## src/rtl/scr_pkg.sv

```systemverilog
// How it works
// RULE1 - success keeps nibble zero, count increments
// RULE2 - no-operation command clears the count
// RULE3 - invalid setting loads 1000 0000
// RULE4 - proximity overflows report 88, 89, 8a
// RULE5 - visible 8c, infrared 8d overflow codes
// RULE6 - auxiliary overflow reports 8e
// RULE7 - three 8-bit proximity thresholds compared
// RULE8 - nonzero upper nibble flags error
// RULE9 - no-operation command zeroes result
// RULE10 - only command writes wake sequencer
// RULE11 - result holds one newest code
package scr_pkg;
  localparam logic [7:0] no_operation_command     = 8'h00;
  localparam logic [7:0] result_reset             = 8'h00;
  localparam logic [7:0] invalid_setting_code     = 8'h80;
  localparam logic [7:0] prox_one_overflow_code   = 8'h88;
  localparam logic [7:0] prox_two_overflow_code   = 8'h89;
  localparam logic [7:0] prox_three_overflow_code = 8'h8a;
  localparam logic [7:0] visible_overflow_code    = 8'h8c;
  localparam logic [7:0] infrared_overflow_code   = 8'h8d;
  localparam logic [7:0] aux_overflow_code        = 8'h8e;
  localparam logic [7:0] threshold_reset          = 8'h00;
  localparam int         ovf_prox_one             = 0;
  localparam int         ovf_prox_two             = 1;
  localparam int         ovf_prox_three           = 2;
  localparam int         ovf_visible              = 3;
  localparam int         ovf_infrared             = 4;
  localparam int         ovf_aux                  = 5;
endpackage

```

## src/rtl/scr_result.sv

```systemverilog
`timescale 1ns/1ps
module scr_result
  import scr_pkg::*;
(
  input  wire logic       clock_in,
  input  wire logic       rst_b_in,
  input  wire logic       cmd_wr_in,
  input  wire logic [7:0] cmd_data_in,
  input  wire logic       other_wr_in,
  input  wire logic       cmd_done_in,
  input  wire logic       invalid_in,
  input  wire logic [5:0] overflow_in,
  input  wire logic [1:0] th_sel_in,
  input  wire logic       th_wr_in,
  input  wire logic [7:0] th_data_in,
  input  wire logic [2:0] meas_valid_in,
  input  wire logic [7:0] meas_data_in,
  output logic            wake_out,
  output logic      [7:0] command_result_out,
  output logic            error_out,
  output logic      [2:0] prox_above_out
);
  logic [7:0] command_result;
  logic [7:0] next_result;
  logic [2:0] above;

  // wake only on a command write
  assign wake_out = cmd_wr_in; // RULE10

  always_comb begin
    next_result = command_result;
    if (cmd_done_in) begin
      if (command_result[7:4] == 4'h0) begin
        next_result = {4'h0, command_result[3:0] + 4'h1}; // RULE1
      end
    end
    // newest error wins, in fixed priority when several arrive together
    if (invalid_in) begin
      next_result = invalid_setting_code; // RULE3 RULE11
    end else if (overflow_in[ovf_prox_one]) begin
      next_result = prox_one_overflow_code; // RULE4
    end else if (overflow_in[ovf_prox_two]) begin
      next_result = prox_two_overflow_code; // RULE4
    end else if (overflow_in[ovf_prox_three]) begin
      next_result = prox_three_overflow_code; // RULE4
    end else if (overflow_in[ovf_visible]) begin
      next_result = visible_overflow_code; // RULE5
    end else if (overflow_in[ovf_infrared]) begin
      next_result = infrared_overflow_code; // RULE5
    end else if (overflow_in[ovf_aux]) begin
      next_result = aux_overflow_code; // RULE6
    end
    if (cmd_wr_in && cmd_data_in == no_operation_command) begin
      next_result = result_reset; // RULE2 RULE9
    end
  end

  always_ff @(posedge clock_in) begin
    if (!rst_b_in) begin
      command_result <= result_reset;
    end else begin
      command_result <= next_result;
    end
  end

  assign command_result_out = command_result;
  assign error_out          = command_result[7:4] != 4'h0; // RULE8

  genvar g;
  generate
    for (g = 0; g < 3; g++) begin : g_prox
      logic [7:0] threshold;
      logic       above_q;
      always_ff @(posedge clock_in) begin
        if (!rst_b_in) begin
          threshold <= threshold_reset;
          above_q   <= 1'h0;
        end else begin
          if (th_wr_in && th_sel_in == 2'(g)) begin
            threshold <= th_data_in; // RULE7
          end
          if (meas_valid_in[g]) begin
            above_q <= meas_data_in > threshold; // RULE7
          end
        end
      end
      assign above[g] = above_q;
    end
  endgenerate
  assign prox_above_out = above;
endmodule

```

## config.mk

```make
export PLATFORM = sky130hd
export DESIGN_NAME = scr_result
export DESIGN_NICKNAME = d
export VERILOG_FILES = /design/src/rtl/scr_pkg.sv /design/src/rtl/scr_result.sv
export SDC_FILE = /design/constraint.sdc
export NUM_CORES = 1
export LEC_CHECK = 0
export BUFFER_PORTS_ARGS = -buffer_cell sky130_fd_sc_hd__buf_2
export CAP_MARGIN = 20
export CORE_MARGIN = 2
export CORE_UTILIZATION = 52
export CTS_CLUSTER_DIAMETER = 80
export DETAILED_ROUTE_END_ITERATION = 8
export GPL_TIMING_DRIVEN = 0
export PLACE_DENSITY = 0.8
export SYNTH_ARGS = -nofsm -noshare
export SYNTH_HDL_FRONTEND = slang
export SYNTH_SLANG_ARGS = --single-unit
```

## constraint.sdc

```tcl
create_clock -name clock_in -period 1.9 [get_ports clock_in]
set_input_delay 0.285 -clock clock_in [delete_from_list [all_inputs] [get_ports clock_in]]
set_output_delay 0.285 -clock clock_in [all_outputs]
set_load 0.02 [all_outputs]
```

After elaboration in Yosys (flattened, before gate mapping)
Cells that the tools add are included.

cells by class
  $add $sub $neg = 1
  multipliers = 0
  eq/ne operators = 2
  multiplexer cells = 9
  divide/modulo/power cells = 0
  bitwise logic cells = 1
  magnitude comparators = 3
  shift operators = 0
  reduce and logical (&&, ||, !) cells = 27

operators by type and width
  kind                 number
  $mux 8               9
  $gt 8x8->1           3
  $reduce_bool 8->1    2
  $reduce_bool 7->1    2
  $reduce_bool 6->1    2
  $reduce_and 2->1     5
  $reduce_bool 5->1    2
  $logic_not 8->1      1
  $reduce_bool 4->1    2
  $reduce_or 6->1      1
  $reduce_or 5->1      1
  $add 4x1->4 const B  1
  $logic_and 1x1->1    4
  $logic_not 4->1      1
  $reduce_or 4->1      1
  $reduce_or 3->1      1
  $eq 2x1->1 const B   1
  $eq 2x2->1 const B   1
  $logic_not 2->1      1
  $reduce_or 2->1      1
  $not 1->1            1

word-level totals
  word-level logic and storage cells = 54
  memory bits (writable) = 0
  latch bits = 0
  memories = 0
  ROM bits = 0
  input port bits = 42
  flip-flop bits (word level) = 32

Depth between registers and ports, before layout
  word-level depth = 10
  gate-level depth with buffers = 6
  mapped depth without buffers = 6

Least setup slack after synthesis
OpenSTA, ideal clock, no wires.

  path kind = register -> register
  start point = reg g_prox[2].threshold[7]
  end point = reg g_prox[2].above_q
  period minus slack after synthesis = 1.550 ns
  arrival = 1.436 ns
  cell stages (with the launch flop) = 7
  setup slack = 0.350 ns
  library setup time = 0.114 ns
  cells stage by stage = dfxtp_1 inv_1 ha_1 nand4_1 o311a_1 a32o_1 a21o_1

between the ends
  longest elaborated chain between the ends = 1

RTL lines
  what                      RTL line          source
  start: declaration        scr_result.sv:72  logic [7:0] threshold;
  start signal: assignment  scr_result.sv:76  threshold <= threshold_reset;
  start signal: assignment  scr_result.sv:80  threshold <= th_data_in;
  $gt 8x8->1                scr_result.sv:83  above_q <= meas_data_in > threshold;
  end signal: assignment    scr_result.sv:83
  end: declaration          scr_result.sv:73  logic above_q;

No other way between the ends.
A chain may end at the register's enable or synchronous reset.

Worst setup path in the final report
Ends and elaborated chain as after synthesis.

==> metrics.yaml <==
tns_ns: 0
drtAntennaViolNets: 0
fmax_ghz: 0.595
end_kind: "flop"
h-tree-depth: 2
crit_type: "reg2reg"
timing.hold.ws_ns: 0.209
syn2layout_area_growth_pct: 21.0
cts_tree: "done"
cts-resized-gates: 0
ys_seq_area_frac: 0.330
p_leak_nw: 1.16
synth_ff_type: "dfxtp_1"
yosysTopAreaCell: "dfxtp_1"
dp_slack_ns: 0.179
power_density_nw_per_um2: 656
cts_made_buffers: 5
synth_edf_count: 0
num_antenna_cells: 0
grt_max_degree: 11
synth_top_area_frac: 0.330
slew_viol_final: 0
nFillCells: 335
hold_buffers: 0
grt_first_pass_wirelength_um: 6450
cts_setup_buffers: 0
antenna_found_initial: 0
dp_hpwl_um: 3250
finalCriticalPeriod_ns: 1.68
pin_count: 55
track_usage: 0.196
finClkSkew_ns: 0.00480
placedCellCount: 325
final_cell_mix: "buf_2 (53), nor2_1 (36), dfxtp_1 (32)"
syn-instance-count: 225
final_util: 0.646
cap_viol_max_count: 0
fin_ws_ns: 0.219
cp-start-kind: "flop"
drive_above_1_share: 0.253
layout.nets: 351
cts.sinks: 32
drc_errors: 0
wl_um: 3970
final_cells: 333
start_util: 0.534
firstDrtPassIters: 4
die_h_um: 65.1
clk_latency_ns: 0.28
core.rowCount: 22
dieArea_um2: 4240
first_global_vias: 1547
gp_congestion: 0.818
synth_warnings: 0
worstPathArrival_ns: 1.86
grt_setup_unrepaired: "no"
multi_input_comb_area_um2: 1130
ff_latch_area_um2: 641
post-route-period-util: 0.885
ir_worst_vdd_uv: 528
synth_area_leaders: "dfxtp_1 (33%), ha_1 (16%), mux2i_1 (8.8%)"
wl_per_cell_um: 11.9
die_w_um: 65.1
drt-initial-drc-count: 55
clk_pin_slew_ns: 0.06
numPortBuffers: 50
overflow: 0
path_max_fanout: 3
async_flop_share: 0
avgSynthCellArea_um2: 8.62
cts_root_buf: "clkbuf_8"
hold_class: "in2reg"
num_vias: 1661
required_ns: 2.08
viasPerCell: 4.99
synth-seq-cells: 32
core-area_um2: 3630
clock_path_buffers: 2
outcome: "complete, no violations"
syn_area_um2: 1940
hold_violations: 0
ys_types: 35
final_common_cell: "buf_2"
setup_viol_count_final: 0
synthesized netlist by cell type (4+ instances only):
cell,n
nand2_1,9
o21ai_0,4
nand4_1,4
inv_1,25
a21oi_1,19
nor2_1,36
nor3_1,4
dfxtp_1,32
buf_4,8
mux2i_1,17
ha_1,25
metrics by stage:
stage | area [um2] | power [mW]
2_1_floorplan | 1950 | 0.914
3_3_place_gp | 2260 | 1.02
3_5_place_dp | 2260 | 1.03
4_1_cts | 2350 | 1.56
5_1_grt | 2350 | 1.62
6_report | 2350 | 1.54
cells by family (layout without fill, tap and decap cells):
| logic type | Yosys count | in the layout | synth area share |
|---|---|---|---|
| and+or+nand+nor | 68 | 68 | 0.176 |
| adders and majority gates | 25 | 25 | 0.161 |
| other | 1 | 3 | 0.00193 |
| buffers and inverters | 39 | 97 | 0.0928 |
| AOI/OAI and AO/OA | 40 | 40 | 0.137 |
| xor gates and xnor gates | 3 | 3 | 0.0135 |
| muxes | 17 | 17 | 0.0877 |
| DFF | 32 | 32 | 0.330 |
area by class of cell:
class	instances	area share
plain buffers	13	0.0352
clock buffers	8	0.0384
multi-input cells	156	0.480
well taps	48	0.0256
inverters	26	0.0416
flip-flops and latches	32	0.273
repair buffers	50	0.107
flip-flops by register name, indices dropped and copies added (netlist names):
name                flops
g_prox.threshold       24
command_result_out      5
g_prox.above_q          3
critical path: stages (launching register included):
cell and delay, ns:
dfxtp_1 0.33, inv_1 0.06, ha_1 0.31, nand4_1 0.14
o311a_1 0.39, a32o_1 0.20, a21o_1 0.15
path summary, 6_finish.rpt:
check,to,slack (ns),cells past startpoint,start
max,g_prox[2].above_q,0.22,6,g_prox[2].threshold[7]
min,command_result_out[1],0.21,2,overflow_in[0]
max reg2reg,g_prox[2].above_q,0.22,6,g_prox[2].threshold[7]
min reg2reg,g_prox[1].threshold[2],0.49,2,g_prox[1].threshold[2]
report_power, final:
part / internal (mW) / total (mW) / switching, mW
Clock: 0.295 / 0.528 / 0.233
Sequential: 0.698 / 0.713 / 0.0144
Combinational: 0.138 / 0.299 / 0.161
Total: 1.13 / 1.54 / 0.408
routing by layer:
metal | track usage | vias up | share of wire
met5 | 0 | - | 0
met4 | 0.0651 | 0 | 0.014
met3 | 0.0531 | 6 | 0.041
met2 | 0.338 | 30 | 0.47
met1 | 0.237 | 743 | 0.48
li1 | - | 882 | -
(Power assumes the default switching activity.)
